[src/hw/sfc_pkg.sv]
// Package: opcodes, frame descriptors and timing for the serial flash host controller
package sfc_pkg;
  localparam logic [7:0] OP_RST_EN = 8'h66;
  localparam logic [7:0] OP_RST_MEM = 8'h99;
  localparam logic [7:0] OP_RD_ID = 8'h9f;
  localparam logic [7:0] OP_RD_ID_ALT = 8'h9e;
  localparam logic [7:0] OP_MIO_ID = 8'haf;
  localparam logic [7:0] OP_DISC = 8'h5a;
  localparam logic [7:0] OP_RD = 8'h03;
  localparam logic [7:0] OP_FRD = 8'h0b;
  localparam logic [7:0] OP_FRD_DO = 8'h3b;
  localparam logic [7:0] OP_FRD_DIO = 8'hbb;
  localparam logic [7:0] OP_FRD_QO = 8'h6b;
  localparam logic [7:0] OP_FRD_QIO = 8'heb;
  localparam logic [7:0] OP_DFRD = 8'h0d;
  localparam logic [7:0] OP_DFRD_DO = 8'h3d;
  localparam logic [7:0] OP_DFRD_DIO = 8'hbd;
  localparam logic [7:0] OP_DFRD_QO = 8'h6d;
  localparam logic [7:0] OP_DFRD_QIO = 8'hed;
  localparam logic [7:0] OP_QIO_WRD = 8'he7;
  localparam logic [7:0] OP_WREN = 8'h06;
  localparam logic [7:0] OP_WRDI = 8'h04;
  localparam logic [7:0] OP_RD_SR = 8'h05;
  localparam logic [7:0] OP_RD_FSR = 8'h70;
  localparam logic [7:0] OP_RD_NVCR = 8'hb5;
  localparam logic [7:0] OP_RD_VCR = 8'h85;
  localparam logic [7:0] OP_RD_EVCR = 8'h65;
  localparam logic [7:0] OP_RD_GPR = 8'h96;
  localparam logic [7:0] OP_WR_SR = 8'h01;
  localparam logic [7:0] OP_WR_NVCR = 8'hb1;
  localparam logic [7:0] OP_WR_VCR = 8'h81;
  localparam logic [7:0] OP_WR_EVCR = 8'h61;
  localparam logic [7:0] OP_CLR_FSR = 8'h50;
  localparam logic [7:0] OP_PP = 8'h02;
  localparam logic [7:0] OP_PP_DI = 8'ha2;
  localparam logic [7:0] OP_PP_DIX = 8'hd2;
  localparam logic [7:0] OP_PP_QI = 8'h32;
  localparam logic [7:0] OP_PP_QIX = 8'h38;
  localparam logic [7:0] OP_ER_32K = 8'h52;
  localparam logic [7:0] OP_ER_4K = 8'h20;
  localparam logic [7:0] OP_ER_SEC = 8'hd8;

  localparam logic [1:0] PROT_EXT = 2'h0;
  localparam logic [1:0] PROT_DUAL = 2'h1;
  localparam logic [1:0] PROT_QUAD = 2'h2;

  localparam logic [2:0] LN1 = 3'h1;
  localparam logic [2:0] LN2 = 3'h2;
  localparam logic [2:0] LN4 = 3'h4;
  localparam logic [2:0] LN0 = 3'h0;

  localparam logic [1:0] ADDR_BYTES = 2'h3;
  localparam logic [4:0] DUM_0 = 5'h00;
  localparam logic [4:0] DUM_4 = 5'h04;
  localparam logic [4:0] DUM_6 = 5'h06;
  localparam logic [4:0] DUM_8 = 5'h08;
  localparam logic [4:0] DUM_10 = 5'h0a;

  // Serial clock: half period in system cycles (125 MHz / 8 = 15.625 MHz in dummy and read phases, 125 MHz / 12 while driving)
  localparam int SCK_HALF_NS = 32;
  localparam int SYS_CLK_NS = 8;
  localparam logic [3:0] SCK_HALF_CYC = 4'((SCK_HALF_NS + SYS_CLK_NS - 1) / SYS_CLK_NS);

  localparam int FIFO_DEPTH = 8;
  localparam int DATA_W = 8;

  // Frame descriptor for one command
  typedef struct packed {
    logic valid;
    logic [2:0] cmd_lanes;
    logic [2:0] addr_lanes;
    logic [2:0] data_lanes;
    logic [1:0] addr_bytes;
    logic [4:0] dummy;
    logic dtr;
    logic data_in;
    logic data_out;
  } sfc_frame_t;

  // Host request
  typedef struct packed {
    logic [7:0] opcode;
    logic [23:0] addr;
    logic [8:0] len;
    logic [4:0] dummy_ovr;
    logic use_ovr;
  } sfc_req_t;
endpackage

[src/hw/sfc_fifo.sv]
// Parameterised valid/ready FIFO for data bytes
module sfc_fifo #(
  parameter int WIDTH = 8,
  parameter int DEPTH = 8
) (
  input wire logic sys_clk_i, // System clock
  input wire logic srst_i, // Sync reset
  input wire logic [WIDTH-1:0] in_data_i, // Write data
  input wire logic in_valid_i, // Write valid
  output logic in_ready_o, // Not full
  output logic [WIDTH-1:0] out_data_o, // Read data
  output logic out_valid_o, // Not empty
  input wire logic out_ready_i // Read accept
);
  localparam int AW = $clog2(DEPTH);
  logic [WIDTH-1:0] mem_r [DEPTH];
  logic [AW:0] wp_r;
  logic [AW:0] rp_r;
  logic push;
  logic pop;

  assign in_ready_o = (wp_r - rp_r) != (AW+1)'(DEPTH);
  assign out_valid_o = wp_r != rp_r;
  assign out_data_o = mem_r[rp_r[AW-1:0]];
  assign push = in_valid_i && in_ready_o;
  assign pop = out_valid_o && out_ready_i;

  always_ff @(posedge sys_clk_i)
  begin
    if (push)
    begin
      mem_r[wp_r[AW-1:0]] <= in_data_i;
    end
  end

  always_ff @(posedge sys_clk_i)
  begin
    if (srst_i)
    begin
      wp_r <= '0;
      rp_r <= '0;
    end
    else
    begin
      if (push)
      begin
        wp_r <= wp_r + 1'b1;
      end
      if (pop)
      begin
        rp_r <= rp_r + 1'b1;
      end
    end
  end
endmodule // sfc_fifo

[src/hw/sfc_host.sv]
// Host controller framing serial flash commands on the data lanes
module sfc_host
  import sfc_pkg::*;
(
  input wire logic sys_clk_i, // System clock
  input wire logic srst_i, // Sync reset, active high
  input wire logic [1:0] prot_i, // Active protocol
  input wire sfc_req_t req_i, // Command request
  input wire logic req_valid_i, // Request strobe
  output logic req_ready_o, // Idle, request taken
  output logic req_err_o, // Pulse: opcode refused
  output logic done_o, // Pulse: frame finished
  input wire logic [7:0] wr_data_i, // Program data
  input wire logic wr_valid_i, // Program data valid
  output logic wr_ready_o, // Program data ready
  output logic [7:0] rd_data_o, // Read data
  output logic rd_valid_o, // Read data valid
  input wire logic rd_ready_i, // Read data ready
  output logic sck_o, // Serial clock
  output logic cs_n_o, // Chip select, active low
  output logic [3:0] serial_data_lanes_o, // Lane drive
  output logic [3:0] serial_data_lanes_oe_o, // Lane enable
  input wire logic [3:0] serial_data_lanes_i // Lane sense
);
  typedef enum logic [6:0] {
    ST_IDLE = 7'b0000001, ST_CMD = 7'b0000010, ST_ADDR = 7'b0000100,
    ST_DUM = 7'b0001000, ST_WR = 7'b0010000, ST_RD = 7'b0100000,
    ST_END = 7'b1000000
  } sfc_state_t;

  function automatic sfc_frame_t decode(input logic [7:0] op, input logic [1:0] p);
    sfc_frame_t f;
    logic [2:0] pl;
    f = '0;
    pl = (p == PROT_QUAD) ? LN4 : (p == PROT_DUAL) ? LN2 : LN1;
    f.cmd_lanes = pl;
    f.addr_lanes = pl;
    f.data_lanes = pl;
    f.valid = 1'b1;
    case (op)
      OP_RST_EN, OP_RST_MEM, OP_WREN, OP_WRDI, OP_CLR_FSR: ;
      OP_RD_ID, OP_RD_ID_ALT:
      begin
        f.valid = (p == PROT_EXT);
        f.data_in = 1'b1;
      end
      OP_MIO_ID, OP_RD_SR, OP_RD_FSR, OP_RD_NVCR, OP_RD_VCR, OP_RD_EVCR: f.data_in = 1'b1;
      OP_RD_GPR:
      begin
        f.data_in = 1'b1;
        f.dummy = DUM_8;
      end
      OP_WR_SR, OP_WR_NVCR, OP_WR_VCR, OP_WR_EVCR: f.data_out = 1'b1;
      OP_DISC:
      begin
        f.addr_bytes = ADDR_BYTES;
        f.dummy = DUM_8;
        f.data_in = 1'b1;
      end
      OP_RD:
      begin
        f.valid = (p == PROT_EXT);
        f.addr_bytes = ADDR_BYTES;
        f.data_in = 1'b1;
      end
      OP_FRD, OP_DFRD:
      begin
        f.addr_bytes = ADDR_BYTES;
        f.data_in = 1'b1;
        f.dtr = (op == OP_DFRD);
        f.dummy = (op == OP_DFRD) ? ((p == PROT_QUAD) ? DUM_8 : DUM_6)
                                  : ((p == PROT_QUAD) ? DUM_10 : DUM_8);
      end
      OP_FRD_DO, OP_FRD_DIO, OP_DFRD_DO, OP_DFRD_DIO, OP_PP_DI, OP_PP_DIX:
      begin
        f.valid = (p != PROT_QUAD);
        f.addr_bytes = ADDR_BYTES;
        f.data_lanes = LN2;
        f.addr_lanes = (op == OP_FRD_DIO || op == OP_DFRD_DIO || op == OP_PP_DIX
                        || p == PROT_DUAL) ? LN2 : LN1;
        f.dtr = (op == OP_DFRD_DO || op == OP_DFRD_DIO);
        f.dummy = (op == OP_PP_DI || op == OP_PP_DIX) ? DUM_0 : f.dtr ? DUM_6 : DUM_8;
        f.data_in = !(op == OP_PP_DI || op == OP_PP_DIX);
        f.data_out = (op == OP_PP_DI || op == OP_PP_DIX);
      end
      OP_FRD_QO, OP_FRD_QIO, OP_DFRD_QO, OP_DFRD_QIO, OP_QIO_WRD, OP_PP_QI, OP_PP_QIX:
      begin
        f.valid = (p != PROT_DUAL);
        f.addr_bytes = ADDR_BYTES;
        f.data_lanes = LN4;
        f.addr_lanes = (op == OP_FRD_QO || op == OP_DFRD_QO || op == OP_PP_QI)
                       && p == PROT_EXT ? LN1 : LN4;
        f.dtr = (op == OP_DFRD_QO || op == OP_DFRD_QIO);
        f.data_out = (op == OP_PP_QI || op == OP_PP_QIX);
        f.data_in = !f.data_out;
        case (op)
          OP_FRD_QO: f.dummy = (p == PROT_QUAD) ? DUM_10 : DUM_8;
          OP_FRD_QIO: f.dummy = DUM_10;
          OP_DFRD_QO: f.dummy = (p == PROT_QUAD) ? DUM_8 : DUM_6;
          OP_DFRD_QIO: f.dummy = DUM_8;
          OP_QIO_WRD: f.dummy = DUM_4;
          default: f.dummy = DUM_0;
        endcase
      end
      OP_PP, OP_ER_32K, OP_ER_4K, OP_ER_SEC:
      begin
        f.addr_bytes = ADDR_BYTES;
        f.data_out = (op == OP_PP);
      end
      default: f.valid = 1'b0;
    endcase
    return f;
  endfunction

  sfc_state_t state_r;
  sfc_frame_t frm_r;
  sfc_frame_t frm_nxt;
  logic [31:0] sh_r;
  logic [5:0] bits_r;
  logic [4:0] dum_r;
  logic [8:0] len_r;
  logic [3:0] div_r;
  logic tick;
  logic [3:0] sin_m_r;
  logic [3:0] sin_r;
  logic [7:0] rx_r;
  logic [3:0] rxn_r;
  logic fifo_in_ready;
  logic fifo_out_valid;
  logic [7:0] fifo_out_data;
  logic rx_push_r;
  logic [2:0] ln;
  logic wr_pop;
  logic drv_r;
  logic [31:0] sh_src;
  logic [5:0] bits_src;

  assign frm_nxt = decode(req_i.opcode, prot_i);
  assign ln = (state_r == ST_CMD) ? frm_r.cmd_lanes
            : (state_r == ST_ADDR) ? frm_r.addr_lanes : frm_r.data_lanes;
  assign tick = (div_r == SCK_HALF_CYC - 1'b1);
  assign wr_ready_o = wr_pop;
  assign wr_pop = (state_r == ST_WR) && tick && !sck_o && !drv_r && bits_r == '0
                  && len_r != '0;
  // Next byte enters straight onto the lanes
  assign sh_src = wr_pop ? {wr_data_i, 24'h0} : sh_r;
  assign bits_src = wr_pop ? 6'd8 : bits_r;

  // Lane input synchroniser
  always_ff @(posedge sys_clk_i)
  begin
    sin_m_r <= serial_data_lanes_i;
    sin_r <= sin_m_r;
  end

  // Serial clock divider; runs only inside a frame
  always_ff @(posedge sys_clk_i)
  begin
    if (srst_i || state_r == ST_IDLE)
    begin
      div_r <= '0;
    end
    else if (tick)
    begin
      div_r <= '0;
    end
    else if (!(state_r == ST_RD && !fifo_in_ready))
    begin
      div_r <= div_r + 1'b1;
    end
  end

  // Frame sequencer
  always_ff @(posedge sys_clk_i)
  begin
    if (srst_i)
    begin
      state_r <= ST_IDLE;
      frm_r <= '0;
      sh_r <= '0;
      bits_r <= '0;
      dum_r <= '0;
      len_r <= '0;
      sck_o <= 1'b0;
      cs_n_o <= 1'b1;
      serial_data_lanes_o <= '0;
      serial_data_lanes_oe_o <= '0;
      req_ready_o <= 1'b0;
      req_err_o <= 1'b0;
      done_o <= 1'b0;
      rx_r <= '0;
      rxn_r <= '0;
      rx_push_r <= 1'b0;
      drv_r <= 1'b0;
    end
    else
    begin
      req_err_o <= 1'b0;
      done_o <= 1'b0;
      rx_push_r <= 1'b0;
      case (state_r)
        ST_IDLE:
        begin
          req_ready_o <= 1'b1;
          if (req_valid_i && req_ready_o)
          begin
            req_ready_o <= 1'b0;
            if (!frm_nxt.valid)
            begin
              req_err_o <= 1'b1;
            end
            else
            begin
              frm_r <= frm_nxt;
              if (req_i.use_ovr && frm_nxt.dummy != DUM_0 && req_i.opcode != OP_DISC)
              begin
                frm_r.dummy <= req_i.dummy_ovr;
              end
              sh_r <= {req_i.opcode, req_i.addr};
              bits_r <= 6'd8;
              len_r <= req_i.len;
              rxn_r <= '0;
              cs_n_o <= 1'b0;
              state_r <= ST_CMD;
            end
          end
        end
        ST_CMD, ST_ADDR, ST_WR:
        begin
          if (tick && sck_o)
          begin
            sck_o <= 1'b0;
          end
          else if (tick && !drv_r)
          begin
            // Drive in the low half, one half period before the rise
            drv_r <= 1'b1;
            serial_data_lanes_oe_o <= (ln == LN4) ? 4'hf : (ln == LN2) ? 4'h3 : 4'h1;
            serial_data_lanes_o <= (ln == LN4) ? sh_src[31:28] : (ln == LN2)
                                   ? {2'h0, sh_src[31:30]} : {3'h0, sh_src[31]};
            sh_r <= (ln == LN4) ? {sh_src[27:0], 4'h0} : (ln == LN2)
                    ? {sh_src[29:0], 2'h0} : {sh_src[30:0], 1'b0};
            bits_r <= bits_src - 6'(ln);
            if (wr_pop)
            begin
              len_r <= len_r - 1'b1;
            end
          end
          else if (tick)
          begin
            drv_r <= 1'b0;
            sck_o <= 1'b1;
            if (bits_r == '0)
            begin
              if (state_r == ST_CMD && frm_r.addr_bytes != '0)
              begin
                state_r <= ST_ADDR;
                bits_r <= 6'(8 * ADDR_BYTES);
              end
              else if (state_r != ST_WR && frm_r.dummy != DUM_0)
              begin
                state_r <= ST_DUM;
                dum_r <= frm_r.dummy;
              end
              else if (state_r != ST_WR && frm_r.data_in)
              begin
                state_r <= ST_RD;
              end
              else if (frm_r.data_out && len_r != '0 && wr_valid_i)
              begin
                state_r <= ST_WR;
              end
              else
              begin
                state_r <= ST_END;
              end
            end
          end
        end
        ST_DUM:
        begin
          serial_data_lanes_oe_o <= '0;
          sck_o <= tick ? !sck_o : sck_o;
          // Count rises, so the device's first bit lands before the next rise
          if (tick && !sck_o)
          begin
            dum_r <= dum_r - 1'b1;
            if (dum_r == 5'h01)
            begin
              state_r <= frm_r.data_in ? ST_RD : ST_END;
            end
          end
        end
        ST_RD:
        begin
          serial_data_lanes_oe_o <= '0;
          if (tick && fifo_in_ready)
          begin
            sck_o <= !sck_o;
            // Sample on rising edge (DTR also samples on falling)
            if (!sck_o || frm_r.dtr)
            begin
              rx_r <= (frm_r.data_lanes == LN4) ? {rx_r[3:0], sin_r}
                    : (frm_r.data_lanes == LN2) ? {rx_r[5:0], sin_r[1:0]}
                    : {rx_r[6:0], sin_r[1]};
              if (rxn_r + 4'(frm_r.data_lanes) >= 4'h8)
              begin
                rxn_r <= '0;
                rx_push_r <= 1'b1;
                len_r <= len_r - 1'b1;
                if (len_r == 9'h001)
                begin
                  state_r <= ST_END;
                end
              end
              else
              begin
                rxn_r <= rxn_r + 4'(frm_r.data_lanes);
              end
            end
          end
        end
        ST_END:
        begin
          // Finish the last high half before deselecting
          if (tick || !sck_o)
          begin
            sck_o <= 1'b0;
            cs_n_o <= 1'b1;
            serial_data_lanes_oe_o <= '0;
            done_o <= 1'b1;
            state_r <= ST_IDLE;
          end
        end
        default: state_r <= ST_IDLE;
      endcase
    end
  end

  sfc_fifo #(.WIDTH(DATA_W), .DEPTH(FIFO_DEPTH)) u_rx_fifo (
    .sys_clk_i(sys_clk_i),
    .srst_i(srst_i),
    .in_data_i(rx_r),
    .in_valid_i(rx_push_r),
    .in_ready_o(fifo_in_ready),
    .out_data_o(fifo_out_data),
    .out_valid_o(fifo_out_valid),
    .out_ready_i(rd_ready_i && !rd_valid_o)
  );

  // Registered read output stage
  always_ff @(posedge sys_clk_i)
  begin
    if (srst_i)
    begin
      rd_valid_o <= 1'b0;
      rd_data_o <= '0;
    end
    else if (rd_valid_o)
    begin
      rd_valid_o <= 1'b0;
    end
    else if (fifo_out_valid && rd_ready_i)
    begin
      rd_valid_o <= 1'b1;
      rd_data_o <= fifo_out_data;
    end
  end
endmodule // sfc_host

[config.mk]
export PLATFORM = sky130hd
export DESIGN_NAME = sfc_host
export DESIGN_NICKNAME = d
export VERILOG_FILES = /design/src/hw/sfc_pkg.sv /design/src/hw/sfc_fifo.sv /design/src/hw/sfc_host.sv
export SDC_FILE = /design/constraint.sdc
export NUM_CORES = 1
export LEC_CHECK = 0
export ABC_AREA = 1
export BUFFER_PORTS_ARGS = -buffer_cell sky130_fd_sc_hd__buf_4
export CAP_MARGIN = 20
export CORE_MARGIN = 4
export CORE_UTILIZATION = 28
export CTS_CLUSTER_DIAMETER = 200
export DETAILED_ROUTE_END_ITERATION = 12
export PLACE_DENSITY = 0.53
export SYNTH_ARGS = -nofsm -noshare
export SYNTH_HDL_FRONTEND = slang
export SYNTH_SLANG_ARGS = --single-unit
export TNS_END_PERCENT = 100
[constraint.sdc]
create_clock -name sys_clk_i -period 3.5 [get_ports sys_clk_i]
set_input_delay 0.35 -clock sys_clk_i [delete_from_list [all_inputs] [get_ports sys_clk_i]]
set_output_delay 0.35 -clock sys_clk_i [all_outputs]
set_load 0.01 [all_outputs]
# Word-level counts from Yosys, hierarchy flattened

Memory sizes are Yosys's and may differ from the RTL's. A register that Yosys moved wholly into a read port is not among the register bits.
Index checks and enable logic that the tools add are counted.

Equality and inequality tests: 84
Magnitude comparators: 1
Reductions and logical operators: 86
Mux-type cells: 109
Add/sub/neg operators: 8
Bitwise gates (word level): 8

Operator list:

| operator           | number |
|---|---|
| $mux 32            | 7 |
| $eq 8x8->1 const B | 17 |
| $mux 7             | 18 |
| $eq 8x7->1 const B | 9 |
| $mux 9             | 8 |
| $pmux 32 s2        | 1 |
| $mux 4             | 13 |
| $mux 6             | 8 |
| $mux 5             | 9 |
| $eq 8x6->1 const B | 5 |
| $pmux 7 s5         | 1 |
| $ne 2x2->1 const B | 14 |
| $pmux 9 s3         | 1 |
| $eq 8x3->1 const B | 3 |
| $pmux 6 s2         | 2 |
| $logic_and 1x1->1  | 23 |
| $reduce_or 23->1   | 1 |
| $reduce_or 21->1   | 1 |
| $pmux 4 s5         | 1 |
| $pmux 5 s4         | 1 |
| $mux 1             | 18 |
| $eq 8x2->1 const B | 2 |
| $eq 8x4->1 const B | 2 |
| $mux 8             | 2 |
| other kinds (61)   | 129 |

Bits in registers: 126
Memory bits (writable): 64
Logic and storage cells: 327
Memories kept: 1

Memory list:

| name            | depth | bits a word | rd ports | clocked after memory_dff | write ports | line           | text |
|---|---|---|---|---|---|---|---|
| u_rx_fifo.mem_r | 8     | 8           | 1        | 1                        | 1           | sfc_fifo.sv:16 | `logic [WIDTH-1:0] mem_r [DEPTH];` |

# Logic depth before layout (Yosys ltp)

Depth in word-level cells: 12
Gate-level depth with buffers: 20
Gate-level depth less buffers: 20

# Cells and area by module

A second synthesis with hierarchy kept.

Cells, all modules: 1617
Area, all modules: 11454.7 µm²

Modules (own cells, without submodules):

| module   | instances | area an instance (µm²) | cells an instance | sequential area each (µm²) |
|---|---|---|---|---|
| sfc_host | 1         | 8305.5                 | 1336              | 2482.4 |
| sfc_fifo | 1         | 3149.3                 | 281               | 2142.1 |

# Worst setup path after synthesis

OpenSTA, ideal clock, no wires.

Path type: reg2reg
From: register u_rx_fifo.rp_r[1]
To: memory u_rx_fifo.mem_r[6][0] (enable)
Period minus slack after synthesis: 2941 ps
Data required time: 3117 ps
Buffers on the path: 2
Stages on the path, launching flop included: 15
Arrival: 2557 ps
Path slack: 559 ps
Cells stage by stage: dfxtp_1 -> clkbuf_1 -> inv_1 -> clkbuf_1 -> ha_1 -> inv_1 -> o21bai_1 -> nand2_1 -> nand2_1 -> a21oi_1 -> nand3_1 -> nand2_1 -> inv_1 -> nand2_1 -> nor3_1

Longest elaborated chain between the ends: 5

RTL lines:

| what                         | line           | text |
|---|---|---|
| from (decl)                  | sfc_fifo.sv:18 | `logic [AW:0] rp_r;` |
| from (signal assigned)       | sfc_fifo.sv:51 | `rp_r <= rp_r + 1'b1;` |
| $sub 4x4->4                  | sfc_fifo.sv:22 | `assign in_ready_o = (wp_r - rp_r) != (AW+1)'(DEPTH);` |
| $ne 4x4->1                   | sfc_fifo.sv:22 |  |
| $logic_and 1x1->1            | sfc_fifo.sv:25 | `assign push = in_valid_i && in_ready_o;` |
| $mux 1                       | sfc_fifo.sv:30 | `if (push)` |
| $mux 1 (not written as such) | sfc_fifo.sv:32 | `mem_r[wp_r[AW-1:0]] <= in_data_i;` |
| to (decl)                    | sfc_fifo.sv:16 |  |

Every way passes these cells.

# Final worst setup path

From: register state_r[0]
To: register sh_r[18]

Longest elaborated chain between the ends: 12
Elaborated cells on any way between the ends: 26

RTL lines:

| what                            | line                             | text |
|---|---|---|
| from (decl)                     | sfc_host.sv:115                  | `sfc_state_t state_r;` |
| from (signal assigned)          | sfc_host.sv:290                  | `state_r <= frm_r.data_in ? ST_RD : ST_END;` |
| $eq 7x5->1                      | sfc_host.sv:143, sfc_host.sv:201 |  |
| $logic_and 1x1->1 (4 in series) | sfc_host.sv:143                  | `assign wr_pop = (state_r == ST_WR) && tick && !sck_o && !drv_r && bits_r == '0` |
| $logic_and 1x1->1               | sfc_host.sv:144                  | `&& len_r != '0;` |
| $mux 32                         | sfc_host.sv:146                  | `assign sh_src = wr_pop ? {wr_data_i, 24'h0} : sh_r;` |
| $mux 32                         | sfc_host.sv:242                  | `? {sh_src[29:0], 2'h0} : {sh_src[30:0], 1'b0};` |
| $mux 32                         | sfc_host.sv:241                  | `sh_r <= (ln == LN4) ? {sh_src[27:0], 4'h0} : (ln == LN2)` |
| $mux 32                         | sfc_host.sv:234                  | `else if (tick && !drv_r)` |
| $mux 32                         | sfc_host.sv:230                  | `if (tick && sck_o)` |
| $pmux 32 s2                     | sfc_host.sv:201                  | `case (state_r)` |
| to (signal assigned)            | sfc_host.sv:219                  | `sh_r <= {req_i.opcode, req_i.addr};` |
| to (signal assigned)            | sfc_host.sv:241                  |  |
| to (decl)                       | sfc_host.sv:118                  | `logic [31:0] sh_r;` |

Several ways; a longest one is shown, not always the timed one. The select of a mux whose other input is x is not followed.
A chain may end at the register's enable or synchronous reset.

==> qor.csv <==
stage,metric,value,unit
placement,placed cell area,12110,um2
global_routing,Overflow after GRT,0,
logic_synthesis,"EDFF count, synth",64,
final_layout,most frequent cells in the layout,"nand2_1 (403), nor2_1 (217), dfxtp_1 (132)",
worst_setup_path,crit-path leading delay family,simple AND/OR/NAND/NOR gates,
worst_setup_path,CP most frequent cell,nand2_1,
placement,routability cong.,0.9301,
route,Residual DRC,0,
power,Leakage,5.533,nW
logic_synthesis,synth unique cells,55,
power,Max IR drop VDD,0.3315,mV
logic_synthesis,Yosys reg bits,196,
die,Die Y,205.5,um
route,via count,10190,
outcome,status,completed,
placement,hpwl dp,22270,um
clock_tree,clock sinks,196,
power,total power draw,7.242,mW
worst_setup_path,Worst path slowest cell,buf_4,
clock_tree,TritonCTS Buffers,17,
logic_synthesis,Post-synth ARST share,0,%
logic_synthesis,"area leader, netlist",dfxtp_1,
sta,Least-Margin Pin Slew,0.9410,ns
die,Die X,205.5,um
logic_synthesis,top cell type's share of synthesized area,24.19,%
worst_setup_path,Arrival @ worst endpoint,3.13,ns
final_layout,share of post-route cells with drive strength above 1,13.00,%
logic_synthesis,Syn. warnings,0,
route,Antenna Nets Post-Route,0,
clock_tree,hold buffers post-CTS,0,
route,detailed-route wire length per cell,14.32,um
die,num rows,72,
global_routing,largest net degree at the start of global routing,54,
placement,I/O Buffers,88,
clock_tree,worst-skew pair later-pin latency,0.44,ns
global_routing,first-pass GRT wire length,50070,um
clock_tree,Clock Pin Slew Worst Setup and Hold Paths,0.08,ns
worst_setup_path,crit path kind,reg2reg,
global_routing,initial antenna violation count,0,
route,1st-iter DRT viols,684,
sta,Hold Fails Final Rpt,0,
final_layout,Finished Layout Cells,2149,
placement,placed cell count,2117,
logic_synthesis,"Primary FF master, synth",dfxtp_1,
final_layout,final instance area,12710,um2
logic_synthesis,Mapped Area,10930,um2
sta,Setup TNS Final,0,ns
worst_setup_path,crit-path max FO,33,
sta,setup violators final,0,
route,WL final,30780,um
worst_setup_path,crit path launch type,flop,
sta,Max Transition Viols Final,0,
global_routing,vias in the first global route,9753,
sta,f_max,361.4,MHz
route,TritonRoute pass-1 iters,5,
worst_setup_path,Critical Path Max Stage Delay,0.35,ns
sta,Final Cycle Share,79.07,%
worst_setup_path,endpoint class of the critical path,flop,
die,die area,42240,um2
hold_path,worst hold path class,in2reg,
final_layout,final net count,1707,
final_layout,# diodes,0,
sta,min cycle time layout,2.767,ns
clock_tree,Root Buffer Master,clkbuf_16,
die,core area,38650,um2
die,initial core utilization,28.27,%
logic_synthesis,"Seq/Total Area, Yosys",41.78,%
clock_tree,post-CTS resize count,0,
flow_run,max cap viols,0,
logic_synthesis,"top cells by area, synth","dfxtp_1 (24%), edfxtp_1 (18%), nand2_1 (14%)",
global_routing,Total GRT Usage,14.53,%
clock_tree,htree depth,4,
worst_setup_path,cell chain of the critical path,inv_1 > nand2_1 > nor2_2 > nand2_1 > nand3_2 > nor2_1 > nor3b_2 > nand2_4 > inv_2 > buf_4 > nand3_1 > a21oi_1,
power,Power Density,569.7,nW/um2
worst_setup_path,WP data required,3.86,ns
clock_tree,TritonCTS clock tree,built,
logic_synthesis,Post-Syn Instances,1555,
clock_tree,Post-CTS Repair Setup Buffers,0,
worst_setup_path,Worst Path Buf+Inv,3,
final_layout,"most common cell after layout, fill and taps aside",nand2_1,
clock_tree,worst-case clock buffer depth,2,
route,vias per cell,4.744,
sta,final worst clock skew,0.01426,ns
sta,Slew headroom,37.20,%
logic_synthesis,Mapped Avg Cell Area,7.026,um2
final_layout,Area Growth Syn to Fin,16.34,%
logic_synthesis,Syn Nets,1644,
die,boundary pin count,89,
sta,RSZ-0062 raised after global routing,no,
## synth_stat cells (3+ instances only)
master    instances
a21oi_1         107
buf_2            13
buf_4             9
clkbuf_1         44
dfxtp_1         132
edfxtp_1         64
ha_1             21
inv_1           124
inv_2            13
nand2_1         404
nand2_2          12
nand3_1         123
nand3b_1          3
nand4_1          28
nor2_1          217
nor2_2            6
nor2_4            3
nor3_1           15
o211ai_1         11
o21ai_0         112
o221ai_1          8
o22ai_1           8
or2_2            23
xnor2_1           4
xor2_1            9
## worst paths after layout
kind                                              from         end  slack, ns  cells past startpoint
worst min-delay path            serial_data_lanes_i[2]  sin_m_r[2]       0.02                      1
worst min register to register              sin_m_r[1]    sin_r[1]       0.33                      0
worst max-delay path                        state_r[0]    sh_r[18]       0.73                     12
worst max register to register              state_r[0]    sh_r[18]       0.73                     12
## report_power, final
part           internal (mW)  total [mW]  switching, mW
Combinational          0.835        2.53           1.70
Sequential              2.58        2.73          0.149
Clock                  0.967        1.98           1.01
## state kept, by name, summed over array words and instances, names as in the netlist, 5 cells and up
name and count:
u_rx_fifo.mem_r 64, dum_r 5, state_r 7, bits_r 6, rd_data_o 8, frm_r 18, sh_r 32, len_r 9
rx_r 8
## logic make-up after synthesis
group	Yosys count	synth area share (%)
and+or+nand+nor	847	33.25
AOI/OAI and AO/OA	266	13.30
buffers and inverters	208	7.673
DFF	196	41.78
adders and majority gates	23	2.771
xor gates and xnor gates	13	1.042
muxes	2	0.1947
## cell type report
| type | instances | area [um2] |
|---|---|---|
| well taps | 518 | 648.1 |
| repair buffers | 113 | 848.3 |
| inverters | 139 | 521.8 |
| clock inverters | 15 | 177.7 |
| flip-flops and latches | 196 | 4564 |
| fillers | 4143 | 25940 |
| multi-input cells | 1151 | 5525 |
| clock buffers | 17 | 425.4 |
## through the flow
stage / util, % / setup WS [ns] / hold slack [ns]
2_1_floorplan: - / 0.5594 / 0.3096
6_report: 32.89 / 0.7326 / 0.02047
4_1_cts: 32.89 / 0.7274 / 0.005219
3_5_place_dp: 31.33 / 0.6590 / 0.3168
5_1_grt: 32.89 / 0.4171 / 0.0003176
3_3_place_gp: 31.33 / 0.5973 / 0.3163
## metal layers
metal / vias to the layer above / GRT usage, % / routed length [um]
li1: 5244 / - / -
met1: 4715 / 20.28 / 14820
met2: 209 / 23.72 / 14280
met3: 26 / 2.159 / 1233
met4: 0 / 3.541 / 439
met5: - / 0 / 0
Note: power is estimated with default switching activity, not from simulation.
